File: src/rtl/cfec_map.svh
// Operation
// - An output current above the overcurrent threshold shuts the stage down and enters the configured retry or latch-off recovery.
// - In retry mode each shutdown is followed by a restart attempt, repeated as long as the fault persists.
// - In latch-off mode the stage stays off until power is cycled or the primary enable is held off for one second.
// - The overcurrent threshold and mode are software writable and the mode resets to retry.
// - An output voltage above the overvoltage threshold shuts down, then retries or latches off as configured.
// - The overvoltage threshold and mode are software writable and the mode resets to retry.
// - Over-temperature shuts down; auto-recovery restarts once the reading is back in limits, latch mode stays off.
// - The over-temperature threshold and mode are software writable and the mode resets to its default.
// - The primary enable supports active-low and active-high polarity.
// - Primary enable level changes shorter than 120 us are ignored.
// - The primary enable polarity is software selectable.
// - The secondary enable pin is ignored after reset and can be made an input of either polarity.
`ifndef CFEC_MAP_SVH
`define CFEC_MAP_SVH
`define CFEC_ADDR_CTRL     4'h0
`define CFEC_ADDR_OC_THR   4'h1
`define CFEC_ADDR_OV_THR   4'h2
`define CFEC_ADDR_OT_THR   4'h3
`define CFEC_ADDR_STATUS   4'h4
`define CFEC_ADDR_IRQ_STS  4'h5
`define CFEC_ADDR_IRQ_CLR  4'h6
`define CFEC_ADDR_IRQ_EN   4'h7
`define CFEC_CTRL_OC_LATCH 0
`define CFEC_CTRL_OV_LATCH 1
`define CFEC_CTRL_OT_LATCH 2
`define CFEC_CTRL_PRI_POL  3
`define CFEC_CTRL_SEC_USE  4
`define CFEC_CTRL_SEC_POL  5
`define CFEC_CTRL_RST      6'h00
`define CFEC_OC_THR_RST    16'h02a0
`define CFEC_OV_THR_RST    16'he000
`define CFEC_OT_THR_RST    16'h01f4
`define CFEC_CLK_MHZ       250
`define CFEC_FILT_NS       120000
`define CFEC_FILT_CYC      ((`CFEC_FILT_NS * `CFEC_CLK_MHZ + 999) / 1000)
`define CFEC_UNLATCH_MS    1000
`define CFEC_UNLATCH_CYC   (`CFEC_UNLATCH_MS * 1000 * `CFEC_CLK_MHZ)
`define CFEC_HICCUP_US     100
`define CFEC_HICCUP_CYC    (`CFEC_HICCUP_US * `CFEC_CLK_MHZ)
`define CFEC_IRQ_OC        0
`define CFEC_IRQ_OV        1
`define CFEC_IRQ_OT        2
`define CFEC_IRQ_EN_CHG    3
`endif

File: src/rtl/cfec_pkg.sv
package cfec_pkg;
  typedef enum logic [1:0] {
    CFEC_OFF   = 2'b00,
    CFEC_RUN   = 2'b01,
    CFEC_WAIT  = 2'b11,
    CFEC_LATCH = 2'b10
  } cfec_state_e;
endpackage : cfec_pkg

File: src/rtl/cfec_top.sv
`include "cfec_map.svh"

module cfec_top #(
  parameter int unsigned FILT_CYC    = `CFEC_FILT_CYC,
  parameter int unsigned UNLATCH_CYC = `CFEC_UNLATCH_CYC,
  parameter int unsigned HICCUP_CYC  = `CFEC_HICCUP_CYC
) (
  // Clock and reset
  input  wire logic        clock_i,
  input  wire logic        rst_i,
  // Register port
  input  wire logic [3:0]  reg_addr_i,
  input  wire logic [15:0] reg_wdata_i,
  input  wire logic        reg_wr_i,
  input  wire logic        reg_rd_i,
  output logic      [15:0] reg_rdata_o,
  // Measurements, same clock
  input  wire logic [15:0] iout_meas_i,
  input  wire logic [15:0] vout_meas_i,
  input  wire logic [15:0] temp_meas_i,
  // Enable pins, asynchronous
  input  wire logic        primary_enable_pin_i,
  input  wire logic        secondary_enable_pin_i,
  // Power stage and interrupt
  output logic             stage_run_o,
  output logic             irq_o
);

  logic [5:0]  ctrl_ff;
  logic [15:0] oc_thr_ff;
  logic [15:0] ov_thr_ff;
  logic [15:0] ot_thr_ff;
  logic [3:0]  irq_sts_ff;
  logic [3:0]  irq_en_ff;
  logic [15:0] reg_rdata_ff;
  logic        stage_run_ff;
  logic        irq_ff;
  logic [1:0]  pri_sync_ff;
  logic [1:0]  sec_sync_ff;
  logic        pri_filt_ff;
  logic [31:0] filt_cnt_ff;
  logic        pri_on_d_ff;
  logic [31:0] off_cnt_ff;
  logic [31:0] hic_cnt_ff;
  cfec_pkg::cfec_state_e state_ff;
  cfec_pkg::cfec_state_e nxt_state;
  logic        pri_on;
  logic        sec_on;
  logic        enable_ok;
  logic        oc_flt;
  logic        ov_flt;
  logic        ot_flt;
  logic        any_flt;
  logic        latch_req;
  logic        unlatch;
  logic        wr_ctrl;
  logic [3:0]  irq_evt;
  logic [15:0] nxt_rdata;

  assign wr_ctrl = reg_wr_i && (reg_addr_i == `CFEC_ADDR_CTRL);

  // Configuration; modes reset to retry / auto-recovery
  always_ff @(posedge clock_i) begin
    if (rst_i) begin
      ctrl_ff   <= `CFEC_CTRL_RST;
      oc_thr_ff <= `CFEC_OC_THR_RST;
      ov_thr_ff <= `CFEC_OV_THR_RST;
      ot_thr_ff <= `CFEC_OT_THR_RST;
    end else if (reg_wr_i) begin
      if (wr_ctrl) begin
        ctrl_ff <= reg_wdata_i[5:0];
      end
      if (reg_addr_i == `CFEC_ADDR_OC_THR) begin
        oc_thr_ff <= reg_wdata_i;
      end
      if (reg_addr_i == `CFEC_ADDR_OV_THR) begin
        ov_thr_ff <= reg_wdata_i;
      end
      if (reg_addr_i == `CFEC_ADDR_OT_THR) begin
        ot_thr_ff <= reg_wdata_i;
      end
    end
  end

  // Two-flop synchronisers for the pins
  always_ff @(posedge clock_i) begin
    if (rst_i) begin
      pri_sync_ff <= 2'h0;
      sec_sync_ff <= 2'h0;
    end else begin
      pri_sync_ff <= {pri_sync_ff[0], primary_enable_pin_i};
      sec_sync_ff <= {sec_sync_ff[0], secondary_enable_pin_i};
    end
  end

  // Level must stand FILT_CYC cycles before it is accepted
  always_ff @(posedge clock_i) begin
    if (rst_i) begin
      pri_filt_ff <= 1'b0;
      filt_cnt_ff <= 32'h0;
    end else if (pri_sync_ff[1] == pri_filt_ff) begin
      filt_cnt_ff <= 32'h0;
    end else if (filt_cnt_ff >= FILT_CYC - 1) begin
      pri_filt_ff <= pri_sync_ff[1];
      filt_cnt_ff <= 32'h0;
    end else begin
      filt_cnt_ff <= filt_cnt_ff + 32'h1;
    end
  end

  // Polarity bit set selects active-high
  assign pri_on = ctrl_ff[`CFEC_CTRL_PRI_POL] ? pri_filt_ff
                                              : ~pri_filt_ff;
  assign sec_on = ~ctrl_ff[`CFEC_CTRL_SEC_USE] ||
                  (ctrl_ff[`CFEC_CTRL_SEC_POL] ? sec_sync_ff[1]
                                               : ~sec_sync_ff[1]);
  assign enable_ok = pri_on && sec_on;

  assign oc_flt  = iout_meas_i > oc_thr_ff;
  assign ov_flt  = vout_meas_i > ov_thr_ff;
  assign ot_flt  = temp_meas_i > ot_thr_ff;
  assign any_flt = oc_flt || ov_flt || ot_flt;
  assign latch_req = (oc_flt && ctrl_ff[`CFEC_CTRL_OC_LATCH]) ||
                     (ov_flt && ctrl_ff[`CFEC_CTRL_OV_LATCH]) ||
                     (ot_flt && ctrl_ff[`CFEC_CTRL_OT_LATCH]);

  // Off time counter for unlatching; reaches full count once
  always_ff @(posedge clock_i) begin
    if (rst_i) begin
      off_cnt_ff  <= 32'h0;
      // Matches pri_on out of reset, so no false enable-change event
      pri_on_d_ff <= 1'b1;
    end else begin
      pri_on_d_ff <= pri_on;
      if (pri_on) begin
        off_cnt_ff <= 32'h0;
      end else if (off_cnt_ff < UNLATCH_CYC) begin
        off_cnt_ff <= off_cnt_ff + 32'h1;
      end
    end
  end
  // Unlatch on turn-on after a full second off
  assign unlatch = pri_on && !pri_on_d_ff &&
                   (off_cnt_ff >= UNLATCH_CYC);

  // Hiccup off-time before a restart attempt
  always_ff @(posedge clock_i) begin
    if (rst_i) begin
      hic_cnt_ff <= 32'h0;
    end else if (state_ff == cfec_pkg::CFEC_WAIT) begin
      // Saturates so a long thermal wait cannot wrap the count
      if (hic_cnt_ff < HICCUP_CYC) begin
        hic_cnt_ff <= hic_cnt_ff + 32'h1;
      end
    end else begin
      hic_cnt_ff <= 32'h0;
    end
  end

  always_comb begin
    nxt_state = state_ff;
    unique case (state_ff)
      cfec_pkg::CFEC_OFF: begin
        if (enable_ok && !any_flt) begin
          nxt_state = cfec_pkg::CFEC_RUN;
        end
      end
      cfec_pkg::CFEC_RUN: begin
        if (latch_req) begin
          nxt_state = cfec_pkg::CFEC_LATCH;
        end else if (any_flt) begin
          nxt_state = cfec_pkg::CFEC_WAIT;
        end else if (!enable_ok) begin
          nxt_state = cfec_pkg::CFEC_OFF;
        end
      end
      cfec_pkg::CFEC_WAIT: begin
        // Temperature waits for the reading to clear, others time out
        if (latch_req) begin
          nxt_state = cfec_pkg::CFEC_LATCH;
        end else if (!enable_ok) begin
          nxt_state = cfec_pkg::CFEC_OFF;
        end else if (hic_cnt_ff >= HICCUP_CYC - 1 && !ot_flt) begin
          // Restart attempt; a standing fault trips it again
          nxt_state = cfec_pkg::CFEC_RUN;
        end
      end
      cfec_pkg::CFEC_LATCH: begin
        if (unlatch) begin
          nxt_state = cfec_pkg::CFEC_OFF;
        end
      end
    endcase
  end

  always_ff @(posedge clock_i) begin
    if (rst_i) begin
      state_ff     <= cfec_pkg::CFEC_OFF;
      stage_run_ff <= 1'b0;
    end else begin
      state_ff     <= nxt_state;
      stage_run_ff <= (nxt_state == cfec_pkg::CFEC_RUN);
    end
  end

  // Events: fault trips and accepted enable changes
  assign irq_evt[`CFEC_IRQ_OC]     = (state_ff == cfec_pkg::CFEC_RUN) && oc_flt;
  assign irq_evt[`CFEC_IRQ_OV]     = (state_ff == cfec_pkg::CFEC_RUN) && ov_flt;
  assign irq_evt[`CFEC_IRQ_OT]     = (state_ff == cfec_pkg::CFEC_RUN) && ot_flt;
  assign irq_evt[`CFEC_IRQ_EN_CHG] = pri_on != pri_on_d_ff;

  // Set wins over a same-cycle clear
  always_ff @(posedge clock_i) begin
    if (rst_i) begin
      irq_sts_ff <= 4'h0;
      irq_en_ff  <= 4'h0;
      irq_ff     <= 1'b0;
    end else begin
      if (reg_wr_i && reg_addr_i == `CFEC_ADDR_IRQ_CLR) begin
        irq_sts_ff <= (irq_sts_ff & ~reg_wdata_i[3:0]) | irq_evt;
      end else begin
        irq_sts_ff <= irq_sts_ff | irq_evt;
      end
      if (reg_wr_i && reg_addr_i == `CFEC_ADDR_IRQ_EN) begin
        irq_en_ff <= reg_wdata_i[3:0];
      end
      irq_ff <= |(irq_sts_ff & irq_en_ff);
    end
  end

  always_comb begin
    nxt_rdata = 16'h0;
    unique case (reg_addr_i)
      `CFEC_ADDR_CTRL:    nxt_rdata = {10'h0, ctrl_ff};
      `CFEC_ADDR_OC_THR:  nxt_rdata = oc_thr_ff;
      `CFEC_ADDR_OV_THR:  nxt_rdata = ov_thr_ff;
      `CFEC_ADDR_OT_THR:  nxt_rdata = ot_thr_ff;
      `CFEC_ADDR_STATUS:  nxt_rdata = {8'h0, stage_run_ff, pri_on, sec_on,
                                       ot_flt, ov_flt, oc_flt, state_ff};
      `CFEC_ADDR_IRQ_STS: nxt_rdata = {12'h0, irq_sts_ff};
      `CFEC_ADDR_IRQ_EN:  nxt_rdata = {12'h0, irq_en_ff};
      default:            nxt_rdata = 16'h0;
    endcase
  end

  always_ff @(posedge clock_i) begin
    if (rst_i) begin
      reg_rdata_ff <= 16'h0;
    end else if (reg_rd_i) begin
      reg_rdata_ff <= nxt_rdata;
    end else begin
      reg_rdata_ff <= 16'h0;
    end
  end

  assign reg_rdata_o = reg_rdata_ff;
  assign stage_run_o = stage_run_ff;
  assign irq_o       = irq_ff;

endmodule : cfec_top

File: config.mk
export PLATFORM = sky130hd
export DESIGN_NAME = cfec_top
export DESIGN_NICKNAME = d
export VERILOG_FILES = /design/src/rtl/cfec_pkg.sv /design/src/rtl/cfec_top.sv
export VERILOG_INCLUDE_DIRS = /design/src /design/src/rtl
export SDC_FILE = /design/constraint.sdc
export NUM_CORES = 1
export LEC_CHECK = 0
export BUFFER_PORTS_ARGS = -buffer_cell sky130_fd_sc_hd__clkbuf_2
export CAP_MARGIN = 40
export CORE_ASPECT_RATIO = 1.1
export CORE_MARGIN = 2
export CORE_UTILIZATION = 63
export CTS_CLUSTER_DIAMETER = 80
export DETAILED_ROUTE_END_ITERATION = 16
export PLACE_DENSITY = 0.85
export RECOVER_POWER = 100
export SKIP_LAST_GASP = 1
export SYNTH_ARGS = -nofsm -noshare
export SYNTH_HDL_FRONTEND = slang
export SYNTH_SLANG_ARGS = --single-unit
File: constraint.sdc
create_clock -name clock_i -period 7.5 [get_ports clock_i]
set_input_delay 0 -clock clock_i [delete_from_list [all_inputs] [get_ports clock_i]]
set_output_delay 0 -clock clock_i [all_outputs]
set_load 0.1 [all_outputs]
## Word-level counts from Yosys, hierarchy flattened

Index checks and enable logic that the tools add are counted.

- Add/subtract/negate cells: 3
- $lt $le $gt $ge: 8
- Eq/ne operators: 13
- Multiplexer cells: 13
- Bitwise logic cells: 11
- Reduce and logical (&&, ||, !) cells: 34

Operators by type and width:

| cell | count |
|---|---|
| 16-bit case mux with 7 select lines | 1 |
| 32-bit by 1-bit adder with 32-bit output, second input constant | 3 |
| 32-bit by 15-bit greater-or-equal comparator with 1-bit output, second input constant | 2 |
| 16-bit > comparator | 3 |
| 32-bit by 28-bit greater-or-equal comparator with 1-bit output, second input constant | 1 |
| 32-bit by 15-bit < comparator with 1-bit output, second input constant | 1 |
| 32-bit by 28-bit < comparator with 1-bit output, second input constant | 1 |
| 4-bit by 3-bit == test with 1-bit output, second input constant | 4 |
| 2-bit two-way mux | 8 |
| 1-bit logical AND | 14 |
| 2-bit AND reduction | 5 |
| 4-bit AND | 2 |
| 4-bit by 2-bit == test with 1-bit output, second input constant | 2 |
| 4-bit OR | 2 |
| 2-bit case mux with 4 select lines | 1 |
| 1-bit inverter | 6 |
| 2-bit OR reduction | 3 |
| 1-bit logical OR | 5 |
| 2-bit by 1-bit == test with 1-bit output, second input constant | 2 |
| 2-bit == test, second input constant | 2 |
| 4-bit by 1-bit == test with 1-bit output, second input constant | 1 |
| 4-bit zero test | 1 |
| 4-bit two-way mux | 1 |
| 4-bit inverter | 1 |
| 7 further kinds | 10 |

- Flip-flop bits (word level): 184
- Bits of input ports: 74
- Output and inout port bits: 18
- Word-level logic and storage cells: 99

## Longest topological paths before layout

Gate-level depths: netlist (run 1).

- Word-level depth: 9
- Depth in mapped cells: 11
- Gate-level depth less buffers: 10

## Least setup slack after synthesis (run 1)

Ideal clock, no wire load.

- Path kind: reg2reg
- Start: register oc_thr_ff[14]
- End: register stage_run_ff, in the netlist stage_run_o
- Library setup time: 0.059 ns
- Arrival: 2.545 ns
- Data required time: 7.441 ns
- Setup slack: 4.896 ns
- Stages on the path, launching flop included: 11
- Buffers on the path: 0
- Clock period less this slack: 2.604 ns
- Path through: dfxtp_1 -> inv_1 -> ha_1 -> nand4_1 -> or4_1 -> nor2_1 -> a311oi_1 -> a2111oi_2 -> or3b_1 -> a31oi_1 -> and2_1

- Word-level cells in the longest chain between the ends: 8
- Elaborated cells between the ends (all ways): 14
- Those cells by class: order compare: 1; eq/ne: 1; mux: 5; reduce/logical: 7

Ends and longest elaborated chain:

| item | line | RTL |
|---|---|---|
| start: declaration | cfec_top.sv:30 | `logic [15:0] oc_thr_ff;` |
| start signal: assignment | cfec_top.sv:66 | `` oc_thr_ff <= `CFEC_OC_THR_RST; `` |
| start signal: assignment | cfec_top.sv:74 | `oc_thr_ff <= reg_wdata_i;` |
| 16-bit > comparator (*) | cfec_top.sv:119 | `assign oc_flt = iout_meas_i > oc_thr_ff;` |
| 1-bit logical OR (2 in a row) | cfec_top.sv:122 | `assign any_flt = oc_flt \|\| ov_flt \|\| ot_flt;` |
| 1-bit zero test | cfec_top.sv:164 | `if (enable_ok && !any_flt) begin` |
| 1-bit logical AND | cfec_top.sv:164 |  |
| 2-bit two-way mux | cfec_top.sv:164 |  |
| 2-bit case mux with 4 select lines (*) | cfec_top.sv:162 | `unique case (state_ff)` |
| 2-bit by 1-bit == test with 1-bit output (*) | cfec_top.sv:202 | `stage_run_ff <= (nxt_state == cfec_pkg::CFEC_RUN);` |
| end signal: assignment | cfec_top.sv:202 |  |
| end: declaration | cfec_top.sv:36 | `logic stage_run_ff;` |

Every way passes the cells marked *; elsewhere a longest branch is shown, timed or not.
A chain may end at the register's enable or synchronous reset.

## Final worst setup path (run 1)

- Start: input port rst_i
- End: register off_cnt_ff[0]

- Word-level cells in the longest chain between the ends: 1

Ends and longest elaborated chain:

| item | line | RTL |
|---|---|---|
| start: declaration | cfec_top.sv:10 | `input wire logic rst_i,` |
| 2-bit OR reduction (no line) | -- |  |
| end signal: assignment | cfec_top.sv:138 | `off_cnt_ff <= off_cnt_ff + 32'h1;` |
| end: declaration | cfec_top.sv:43 | `logic [31:0] off_cnt_ff;` |

Every way passes these cells.

==> results of run 1 <==
## power breakdown
group / total, mW / switching, mW / internal (mW) / leakage (nW)
sequential: 1.01 / 0.0121 / 0.994 / 1.49
combinational: 0.153 / 0.0940 / 0.0592 / 2.07
clock: 0.861 / 0.370 / 0.491 / 0.272
total: 2.02 / 0.476 / 1.54 / 3.83
## final cells by class
type                    instances  area (um2)
fillers                       962        3377
flip-flops and latches        184        3684
clock buffers                  21       440.4
clock inverters                10       121.4
repair buffers                116       675.6
well taps                     161       201.4
multi-input cells             715        4367
inverters                      63       236.5
## registers in the layout, indices dropped and copies added, names as in the netlist, 4 cells and up
register / flops
off_cnt_ff: 32
ov_thr_ff: 16
filt_cnt_ff: 32
ot_thr_ff: 16
ctrl_ff: 6
irq_sts_ff: 4
hic_cnt_ff: 32
irq_en_ff: 4
reg_rdata_o: 16
oc_thr_ff: 16
## cell usage after synthesis (all sizes together), types with 7 or more instances
cell / n / area [um2]
and2: 29 / 183.9
xor2: 40 / 350.3
dfxtp: 184 / 3684
mux2i: 16 / 160.2
and3: 13 / 82.58
clkbuf: 36 / 135.1
nor2: 117 / 439.2
inv: 63 / 236.5
xnor2: 15 / 131.4
ha: 53 / 663.1
nor4: 11 / 68.82
nand3: 41 / 205.2
nor2b: 10 / 62.56
a22oi: 18 / 135.1
nand2: 135 / 506.7
o21ai: 31 / 155.2
a211o: 7 / 61.31
a21oi: 63 / 315.3
nand4: 29 / 181.4
and4: 7 / 63.81
## through the flow
step | hold WS, ps | setup WS, ps
final | 117.4 | 3958
after global routing | 121.2 | 3510
after CTS | 70.90 | 4647
after detailed placement | 218.1 | 4665
after global placement | 211.6 | 4785
after floorplan | 117.8 | 4896
## layer usage
layer  GRT usage [%]  routed length (um)  up-vias
met5               0                   0        -
met4           10.90                 528        0
met3           4.896                1405       48
met2           45.03                9112      329
met1           38.94                8885     3374
li1                -                   -     3564
## critical path: stages
cell,delay (ps)
sky130_fd_sc_hd__clkbuf_2,70
sky130_fd_sc_hd__clkbuf_1,2320
sky130_fd_sc_hd__nor2_1,470
sky130_fd_sc_hd__inv_1,810
sky130_fd_sc_hd__nor2_1,120
## path summary, 6_finish.rpt
kind / end / slack (ps) / startpoint / cells after the start
worst max-delay path: off_cnt_ff[0]$_SDFFE_PP0N_ / 3960 / rst_i / 5
worst min-delay path: reg_rdata_o[1]$_SDFF_PP0_ / 120 / reg_addr_i[3] / 4
worst max register to register: stage_run_o$_SDFF_PP0_ / 4320 / ot_thr_ff[7]$_SDFFE_PP1P_ / 10
worst min register to register: sec_sync_ff[1]$_SDFF_PP0_ / 440 / sec_sync_ff[0]$_SDFF_PP0_ / 1
## cells by family after synthesis
kind of cell	count (synthesis)	share of synthesized area [%]
AO/OA/AOI/OAI	153	11.39
XOR/XNOR	55	5.749
adder cells (fa/ha/maj)	53	7.914
buffers and inverters	103	4.614
flip-flops	184	43.96
multiplexers	19	2.718
other	1	0.04475
AND/OR/NAND/NOR	418	23.61
## what timing repair did
action	4_1_cts	5_1_grt
hold buffers	19	0
buffers inserted	0	0
gates resized for setup	0	0
hold endpoints to repair	70	0
==> results.md, run 1 <==
Outcome:
- The run finished, with violations left.
- The checks that failed: max-capacitance violations, max-slew violations.

Final layout:
- The library cell used most frequently in the layout, excluding fill and tap cells, is sky130_fd_sc_hd__dfxtp_1.
- The library cells used most frequently in the layout, excluding fill and tap cells, are sky130_fd_sc_hd__dfxtp_1 (184), sky130_fd_sc_hd__nand2_1 (135), sky130_fd_sc_hd__nor2_1 (117).
- The signed area change from the synthesized netlist to the final layout is 16.07%.
- Cells with a size suffix above 1 make up around 10% of the layout.
- For this run, the number of standard cells in the final layout without fillers is 1270.
- The number of nets in the layout is around 1200.
- The post-layout instance area is 9726 um2.
- The post-route core utilization is 74.23%.
- The final antenna diode count is 0.

Yosys:
- In this run the cell area of the synthesized design comes to 8379 um2.
- The distinct cell type count after synthesis is 58.
- The number of enable-type register cells in the synthesized netlist is 0.
- Yosys printed 0 warnings.
- The flop and latch count out of synthesis is 184.
- The most instantiated flip-flop cell in the synthesis netlist is sky130_fd_sc_hd__dfxtp_1.
- Sequential cells were found to cover 43.96% of the synthesized design area.
- The gate count of the mapped netlist is 986.
- The proportion of synthesized flip-flops having asynchronous set or reset is 0%.
- After synthesis, the mean cell area works out to 8.498 um2.

Clock tree:
- The clock slew seen by the registers of the worst setup and hold paths is 70 ps.
- The maximum root-to-sink buffer count is 2.
- The sink count of the clock tree is approximately 180.
- The H-tree depth is 4.
- The tree is rooted in a sky130_fd_sc_hd__clkbuf_16.
- The clock latency on the worst-skew pair is 430 ps.
- TritonCTS built the clock tree.
- Buffers inserted during clock tree synthesis total 17.

Routing:
- After detailed routing, the total wire length is 19930 um.
- The first-pass iteration count of the detailed router is 6.
- The number of nets with antenna violations after routing is 0.
- The count of routing violations after the opening detailed-route iteration is 805.
- The routed wire length per instance is 15.69 um.
- The number of vias per cell after detailed routing is 5.760.
- Across all layers, the routed design uses between 7000 and 8000 vias.
- The number of design rule violations left after detail routing is 0.

Setup path:
- In this run the worst path has a maximum fanout of 75.
- The worst setup path is launched from a primary input.
- The worst setup path is captured at a flip-flop.
- The path type of the worst setup path is primary input to flip-flop.
- The required time of the worst setup path is 7790 ps.
- The signal arrival time at the worst endpoint is between 3000 and 4000 ps.

STA:
- Subtracting the final worst setup slack from the clock period gives 3542 ps.
- The final number of setup-violating endpoints is 0.
- For this run, the top clock speed supported by timing is 0.2823 GHz.
- The relative slew slack is -121.2%.
- The transition at the pin with the smallest max-transition slack is 3318 ps.
- The post-route setup TNS is 0 ps.
- Setup repair after global routing left no endpoint under its margin.
- The clock skew is 7.605 ps.
- The number of max-slew violations in the final report came to 76.
- Dividing the final minimum period by the clock period gives a little under half.
- The number of hold violations in the final report was 0.

Placement:
- The placement-stage cell area is 9006 um2.
- Detailed placement finished with a half-perimeter wire length of roughly 14000 um.
- The number of cells after detailed placement is 1220.
- The number of buffer cells added on primary ports is 91.
- At the end of routability-driven placement, the weighted congestion stood at 0.9546.

Global routing:
- The wire length of the first global-routing pass is 32460 um.
- The maximum number of pins on one net before global-route repair is 76.
- Across every metal layer, demand over resource in global routing totals 28.42%.
- The number of antenna violations at the first check in global routing was 0.
- The number of global-route vias before repair is 6800.
- Global routing finished with a remaining overflow of 0.

Power and ir drop:
- The total power per unit cell area is 207.7 nW/um2.
- The leakage component of the power is 3.829 nW.
- VDD sags by at most approximately 0.15 mV.
- Power comes to slightly above 2 mW.

Floorplan:
- The region available for standard cell placement spans ~13000 um2.
- The die covers 14240 um2.
- After floorplanning, the core was divided into 44 placement rows.
- The starting density of the core is 63.95%.
- The die is around 120 um tall.
- The floorplan step set the die width to approximately 110 um.
- In this run the count of I/O pins placed on the die edge is between 90 and 100.

Worst hold path:
- The path class of the lowest-slack min-delay path is primary input to flip-flop.

Job:
- The number of violations of the max-capacitance limit is 1.
Note: power is estimated with default switching activity, not from simulation.
==> run 2: changes to the inputs <==
--- a/config.mk
+++ b/config.mk
@@ -10,10 +10,10 @@
 export CAP_MARGIN = 40
 export CORE_ASPECT_RATIO = 1.1
 export CORE_MARGIN = 2
-export CORE_UTILIZATION = 63
+export CORE_UTILIZATION = 53
 export CTS_CLUSTER_DIAMETER = 80
 export DETAILED_ROUTE_END_ITERATION = 16
-export PLACE_DENSITY = 0.85
+export PLACE_DENSITY = 0.76
 export RECOVER_POWER = 100
 export SKIP_LAST_GASP = 1
 export SYNTH_ARGS = -nofsm -noshare
==> constraint.sdc (replaced) <==
create_clock -name clock_i -period 3.17 [get_ports clock_i]
set_input_delay 0 -clock clock_i [delete_from_list [all_inputs] [get_ports clock_i]]
set_output_delay 0 -clock clock_i [all_outputs]
set_load 0.1 [all_outputs]
==> run 2 against run 1 <==
  * The flow now finishes without violations
  * Clock-buffer cell count shrank 3
  * First-iteration DRC count shrank 38%
  * Combinational power up 140%
  * Routed wire length shrank 0.77%
  * Register-to-register slack worse by 4000 ps
  * Sequential power grew 140%
  * Sequential share of layout area is 0.26 points lower
  * Critical endpoint is now hic_cnt_ff[11]$_SDFFE_PP0N_
  * Largest cell class unchanged
  * Highest routed layer unchanged
==> results.md, run 2 (synthesis results as in run 1) <==
Final layout:
- The library cell used most frequently in the layout, excluding fill and tap cells, is sky130_fd_sc_hd__dfxtp_1.
- The final antenna diode count was 0 (unchanged).
- The post-route core utilization is 62.95% (-11 points).
- The number of nets in the layout is 1227 (+0.25%).
- The largest registers in the layout are filt_cnt_ff: 32 flops, hic_cnt_ff: 32 flops, off_cnt_ff: 32 flops.
- The area growth from synthesis to layout is 16.86%.
- The count of fill cells added during filler insertion came to 1351 (+40%).
- The share of final-layout standard cells stronger than drive strength 1 came to 10.33% (+0.053 points).
- In the layout the commonest cells are sky130_fd_sc_hd__dfxtp_1 (184), sky130_fd_sc_hd__nand2_1 (135), sky130_fd_sc_hd__nor2_1 (117).
- The total area of multi-input combinational cells is 4360 um2 (-0.14%).
- The area taken by flip-flops and latches is 3684 um2 (unchanged).

STA:
- The final number of setup-violating endpoints was 0 (unchanged).
- The transition at the pin with the smallest max-transition slack is 1235 ps (-2083 ps).
- The fmax is 0.3459 GHz.
- The clock skew is 14.12 ps (+6.512 ps).
- Setup repair after global routing left no endpoint under its margin.
- The number of hold violations in the final report is 0 (unchanged).
- After layout, the minimum clock period comes to 2891 ps.
- The post-route setup TNS came to 0 ps (unchanged).
- The relative slew slack was 18.03% (+140 points).
- Dividing the final minimum period by the clock period gives 91.20%.
- The number of max-slew violations in the final report is 0 (-100%).

Setup path:
- The signal arrival time at the worst endpoint was 3200 ps (-630 ps).
- The worst setup path is launched from a flip-flop.
- The worst setup path is captured at a flip-flop.
- The peak fanout along the critical path is 6 (-92%).
- The path type of the worst setup path is flip-flop to flip-flop.
- The required time of the worst setup path is 3480 ps (-4310 ps).

Global routing:
- The number of global-route vias before repair is 6652 (-2.2%).
- The wire length of the first global-routing pass came to 31750 um (-2.2%).
- The number of antenna violations at the first check in global routing is 0 (unchanged).
- The maximum number of pins on one net before global-route repair is 61 (-20%).
- The total global-route track usage is 24.22% (-4.2 points).
- The total overflow reported by the global router is 0 (unchanged).

Floorplan:
- The starting density of the core is 53.87% (-10 points).
- The count of pins on the block boundary came to 92 (unchanged).
- The area of the core region is 15550 um2 (+19%).
- The die area is 16830 um2 (+18%).
- The width of the chip was 123.9 um (+8.7%).
- The site row count is 48 (+9.1%).
- The die extent in y is 135.9 um (+8.7%).

Power and ir drop:
- The part of the power in registers is 49.2% (-0.6 points).
- The relative contribution of the clock network to total power is 43.3% (+0.7 points).
- The total chip power was 4.825 mW (+140%).
- The total power per unit cell area is 492.7 nW/um2 (+140%).
- The peak supply drop is 0.3475 mV (+130%).
- The net switching power figure is 1.257 mW (+160%).
- The combinational share of power came to 7.5% (about the same).
- The internal cell power is 3.567 mW (+130%).
- The switching share of power is 26.06% (+2.5 points).
- The leakage component of the power came to 3.847 nW (+0.47%).

Clock tree:
- The clock latency on the worst-skew pair is 440 ps (about the same).
- The TritonCTS clock tree is yes.
- The maximum root-to-sink buffer count was 2 (unchanged).
- The H-tree depth is 4 (unchanged).
- CTS placed an instance of sky130_fd_sc_hd__clkbuf_16 at the clock tree root.
- The clock slew seen by the registers of the worst setup and hold paths came to 70 ps (about the same).
- The post-CTS setup buffer count is 0 (unchanged).
- The clock buffer count from CTS is 17 (unchanged).
- The sink count of the clock tree is 184 (unchanged).

Placement:
- The routability congestion estimate from global placement was 0.8846 (-7.3%).
- The HPWL after detailed placement was 14180 um (+2.8%).
- The number of buffer cells added on primary ports is 91 (unchanged).

Routing:
- The sum of routed wire length over all layers came to 19780 um (-0.77%).
- The count of routing violations after the opening detailed-route iteration came to 502 (-38%).
- The number of vias per cell after detailed routing is 5.449 (-5.4%).
- The total via count in the routed design is 7155 (-2.2%).
- The routed wire length per instance is 15.06 um (-4.0%).
- The number of nets with antenna violations after routing is 0 (unchanged).
- The first-pass iteration count of the detailed router is 5 (-1).
- The number of design rule violations left after detail routing was 0 (unchanged).

Outcome:
- The flow ran to the end, and the final reports show no timing, DRC or antenna violations.

Worst hold path:
- The path class of the lowest-slack min-delay path is primary input to flip-flop.

Job:
- The number of violations of the max-capacitance limit is 0 (-1).
[run 2: worst max-delay path, cell delays in order (launching register included)]
cell and delay [ps]:
sky130_fd_sc_hd__dfxtp_1 360, sky130_fd_sc_hd__or4_1 610, sky130_fd_sc_hd__a2111o_1 420, sky130_fd_sc_hd__nor3_1 490, sky130_fd_sc_hd__and3_1 310, sky130_fd_sc_hd__and4_1 270, sky130_fd_sc_hd__nand3_1 100, sky130_fd_sc_hd__xor2_1 150
sky130_fd_sc_hd__nor2_1 50
[run 2: repair_timing]
item | CTS | global route
endpoints found under the hold margin | 67 | 0
gates resized for setup | 0 | 0
hold buffers | 20 | 0
[run 2: through the flow]
step	worst slack (ps)	cells	instance area [um2]	hold WS (ps)
after floorplan	565.9	1002	8439	117.8
after global placement	436.9	1261	9059	211.5
after detailed placement	343.5	1261	9059	213.8
after CTS	330.2	1313	9843	12.80
after global routing	73.22	1313	9792	91.61
final	279.0	1313	9792	43.00
[run 2: worst paths after layout]
check,from,end,slack (ps),depth (start not counted)
max,hic_cnt_ff[9]$_SDFFE_PP0N_,hic_cnt_ff[11]$_SDFFE_PP0N_,280,8
min,reg_addr_i[3],reg_rdata_o[1]$_SDFF_PP0_,40,4
max reg2reg,hic_cnt_ff[9]$_SDFFE_PP0N_,hic_cnt_ff[11]$_SDFFE_PP0N_,280,8
min reg2reg,sec_sync_ff[0]$_SDFF_PP0_,sec_sync_ff[1]$_SDFF_PP0_,440,1
[run 2: cell type report]
| class | instances | area share, % |
|---|---|---|
| Timing Repair Buffer | 119 | 6.913 |
| Tap cell | 200 | 2.556 |
| Sequential cell | 184 | 37.62 |
| Clock buffer | 18 | 4.485 |
| Inverter | 63 | 2.415 |
| Clock inverter | 14 | 1.482 |
| Multi-Input combinational cell | 715 | 44.53 |
[run 2: per-layer routing]
layer	up-vias	track usage, %	routed length [um]
met2	208	37.48	9017
met5	-	0	0
li1	3583	-	-
met4	0	9.912	471
met3	33	4.782	1151
met1	3331	33.02	9139
[run 2: power by group through the flow]
stage / registers [mW] / clock network (mW) / logic [mW]
6_report: 2.38 / 2.09 / 0.362
5_1_grt: 2.38 / 2.22 / 0.399
4_1_cts: 2.38 / 2.13 / 0.360
3_5_place_dp: 2.43 / 0 / 0.338
3_3_place_gp: 2.43 / 0 / 0.334
2_1_floorplan: 2.44 / 0 / 0.189
==> run 3: changes to the inputs <==
--- a/config.mk
+++ b/config.mk
@@ -14,7 +14,6 @@
 export CTS_CLUSTER_DIAMETER = 80
 export DETAILED_ROUTE_END_ITERATION = 16
 export PLACE_DENSITY = 0.76
-export RECOVER_POWER = 100
 export SKIP_LAST_GASP = 1
 export SYNTH_ARGS = -nofsm -noshare
 export SYNTH_HDL_FRONTEND = slang
==> run 3 against run 2 <==
  * Non-clock buffer count unchanged
  * Final cell count unchanged
  * Setup slack better by 38 ps
==> results.md, run 3 (synthesis results as in run 1) <==
Routing:
- The first-pass iteration count of the detailed router came to 5 (unchanged).
- The number of vias per cell after detailed routing came to 5.430 (-0.36%).
- The number of design rule violations left after detail routing is 0 (unchanged).
- The routed wire length per instance is 15.04 um (-0.18%).
- The number of nets with antenna violations after routing is 0 (unchanged).
- The total via count in the routed design is 7129 (-0.36%).
- The sum of routed wire length over all layers is 19740 um (-0.18%).
- The count of routing violations after the opening detailed-route iteration came to 466 (-7.2%).

Power and ir drop:
- The leakage component of the power is 3.937 nW (+2.3%).
- The total chip power is 4.826 mW (about the same).
- The peak supply drop is 0.3505 mV (+0.86%).
- The total power per unit cell area is 490.3 nW/um2 (-0.49%).

Clock tree:
- The clock slew seen by the registers of the worst setup and hold paths is 70 ps (about the same).
- The clock buffer count from CTS is 17 (unchanged).
- The buffer type at the clock tree root is sky130_fd_sc_hd__clkbuf_16.
- The TritonCTS clock tree is yes.
- The H-tree depth came to 4 (unchanged).
- The post-CTS setup buffer count came to 0 (unchanged).
- The clock latency on the worst-skew pair is 440 ps (about the same).
- The maximum root-to-sink buffer count is 2 (unchanged).
- The sink count of the clock tree is 184 (unchanged).

Floorplan:
- The width of the chip is 123.9 um (unchanged).
- The starting density of the core is 53.87% (unchanged).
- The site row count is 48 (unchanged).
- The count of pins on the block boundary is 92 (unchanged).
- The die extent in y is 135.9 um (unchanged).
- The area of the core region was 15550 um2 (unchanged).
- The die area is 16830 um2 (unchanged).

Worst hold path:
- The cell depth of the worst hold path was 4 (unchanged).
- In this run the most critical hold path is launched from reg_addr_i[3].
- The sink of the worst hold path is reg_rdata_o[1]$_SDFF_PP0_.
- The path class of the lowest-slack min-delay path is primary input to flip-flop.

Setup path:
- The worst-case reg-to-reg path depth is 10 (+2).
- The kind of start point of the critical path is a flip-flop.
- The startpoint of the worst register-to-register path is oc_thr_ff[14]$_SDFFE_PP0P_.
- The slack of the worst reg-to-reg path is 320 ps (+40 ps).
- The path type of the worst setup path is flip-flop to flip-flop.
- The signal arrival time at the worst endpoint is 3230 ps (+30 ps).
- The worst setup path is captured at a flip-flop.
- The endpoint identified for the worst register-to-register timing path is stage_run_o$_SDFF_PP0_.
- The peak fanout along the critical path came to 3 (-3).
- The required time of the worst setup path came to 3550 ps (+70 ps).

Final layout:
- The largest registers in the layout are filt_cnt_ff: 32 flops, hic_cnt_ff: 32 flops, off_cnt_ff: 32 flops.
- The final antenna diode count is 0 (unchanged).
- The post-route core utilization was 63.28% (+0.33 points).
- The count of fill cells added during filler insertion is 1332 (-1.4%).
- The signed area change from the synthesized netlist to the final layout is 17.47%.
- The post-layout instance area is 9843 um2 (+0.52%).
- Leaving out fill and tap cells, the most frequent cell in the layout is sky130_fd_sc_hd__dfxtp_1.
- The number of nets in the layout is 1227 (unchanged).
- The share of final-layout standard cells stronger than drive strength 1 is 12.85% (+2.5 points).
- The top cell types in the final layout, fill and taps aside, are sky130_fd_sc_hd__dfxtp_1 (184), sky130_fd_sc_hd__nand2_1 (135), sky130_fd_sc_hd__nor2_1 (117).

Global routing:
- The number of antenna violations at the first check in global routing is 0 (unchanged).
- The maximum number of pins on one net before global-route repair was 61 (unchanged).
- The total overflow reported by the global router is 0 (unchanged).
- The wire length of the first global-routing pass was 31750 um (unchanged).
- The total global-route track usage was 24.22% (unchanged).
- The number of global-route vias before repair is 6652 (unchanged).

STA:
- The final worst-path cycle share came to 89.99% (-1.2 points).
- The number of hold violations in the final report is 0 (unchanged).
- The relative slew slack is 49.70% (+32 points).
- The clock skew is 12.58 ps (-1.536 ps).
- The tightest hold margin is 43.00 ps (+0.002500 ps).
- The post-route setup TNS is 0 ps (unchanged).
- The fmax is 0.3506 GHz (+1.3%).
- The final number of setup-violating endpoints is 0 (unchanged).
- The post-layout minimum cycle time is 2853 ps (-38.37 ps).
- The transition at the pin with the smallest max-transition slack is 751.7 ps (-483.2 ps).
- Setup repair after global routing left no endpoint under its margin.
- The number of max-slew violations in the final report is 0 (unchanged).

Outcome:
- The run finished with clean final reports.

Placement:
- The placement-stage cell area came to 9059 um2 (unchanged).
- The number of buffer cells added on primary ports was 91 (unchanged).
- The routability congestion estimate from global placement came to 0.8846 (unchanged).
- The HPWL after detailed placement is 14180 um (unchanged).

Job:
- The number of violations of the max-capacitance limit was 0 (unchanged).
run 3: cell count changes in the layout (fill, tap and decap cells not counted), sizes merged:
cell	change
clkbuf	-4
buf	+4
run 3: worst max-delay path by stage:
stage	startpoint	to	slack, ps	cells past startpoint
6_report	oc_thr_ff[14]$_SDFFE_PP0P_	stage_run_o$_SDFF_PP0_	320	10
5_1_grt	oc_thr_ff[15]$_SDFFE_PP0P_	stage_run_o$_SDFF_PP0_	100	10
4_1_cts	oc_thr_ff[14]$_SDFFE_PP0P_	stage_run_o$_SDFF_PP0_	330	10
3_5_place_dp	oc_thr_ff[14]$_SDFFE_PP0P_	stage_run_o$_SDFF_PP0_	340	10
3_3_place_gp	oc_thr_ff[14]$_SDFFE_PP0P_	stage_run_o$_SDFF_PP0_	440	10
2_1_floorplan	oc_thr_ff[14]$_SDFFE_PP0P_	stage_run_o$_SDFF_PP0_	570	10
run 3: critical path: stages (launching register included):
cell,delay [ps]
sky130_fd_sc_hd__dfxtp_1,350
sky130_fd_sc_hd__inv_1,50
sky130_fd_sc_hd__ha_1,310
sky130_fd_sc_hd__nand4_1,130
sky130_fd_sc_hd__or4_1,590
sky130_fd_sc_hd__nor2_1,170
sky130_fd_sc_hd__a311oi_1,80
sky130_fd_sc_hd__a2111oi_2,450
sky130_fd_sc_hd__or3b_1,380
sky130_fd_sc_hd__a31oi_1,150
sky130_fd_sc_hd__and2_1,140
run 3: cell type report:
type | count | area [um2] | share of cell area, %
Timing Repair Buffer | 119 | 715.7 | 7.271
Inverter | 63 | 236.5 | 2.402
Clock inverter | 14 | 145.1 | 1.475
Sequential cell | 184 | 3684 | 37.42
Tap cell | 200 | 250.2 | 2.542
Clock buffer | 18 | 439.2 | 4.462
Multi-Input combinational cell | 715 | 4373 | 44.43
run 3: metrics by stage:
stage               instances  setup WS (ps)
finish                   1313          317.4
global route             1313          96.53
CTS                      1313          330.2
detailed placement       1261          343.5
global placement         1261          436.9
floorplan                1002          565.9
run 3: what timing repair did:
item | CTS | global route
hold buffers | 20 | 0
hold endpoints to repair | 67 | 0
endpoints found under the setup margin | 0 | 0
gates resized for setup | 0 | 0
run 3: routing by layer:
metal  vias up  global-route usage (%)  part of all wire [%]
met5         -                       0                     0
met4         0                   9.912                   2.5
met3        37                   4.782                   6.2
met2       206                   37.48                    45
met1      3304                   33.02                    46
li1       3582                       -                     -
run 3: where the power goes:
part / total (mW) / leakage, nW / internal (mW) / switching [mW]
logic: 0.364 / 2.16 / 0.143 / 0.220
clock network: 2.09 / 0.284 / 1.08 / 1.01
registers: 2.38 / 1.49 / 2.35 / 0.0273
total: 4.83 / 3.94 / 3.57 / 1.26
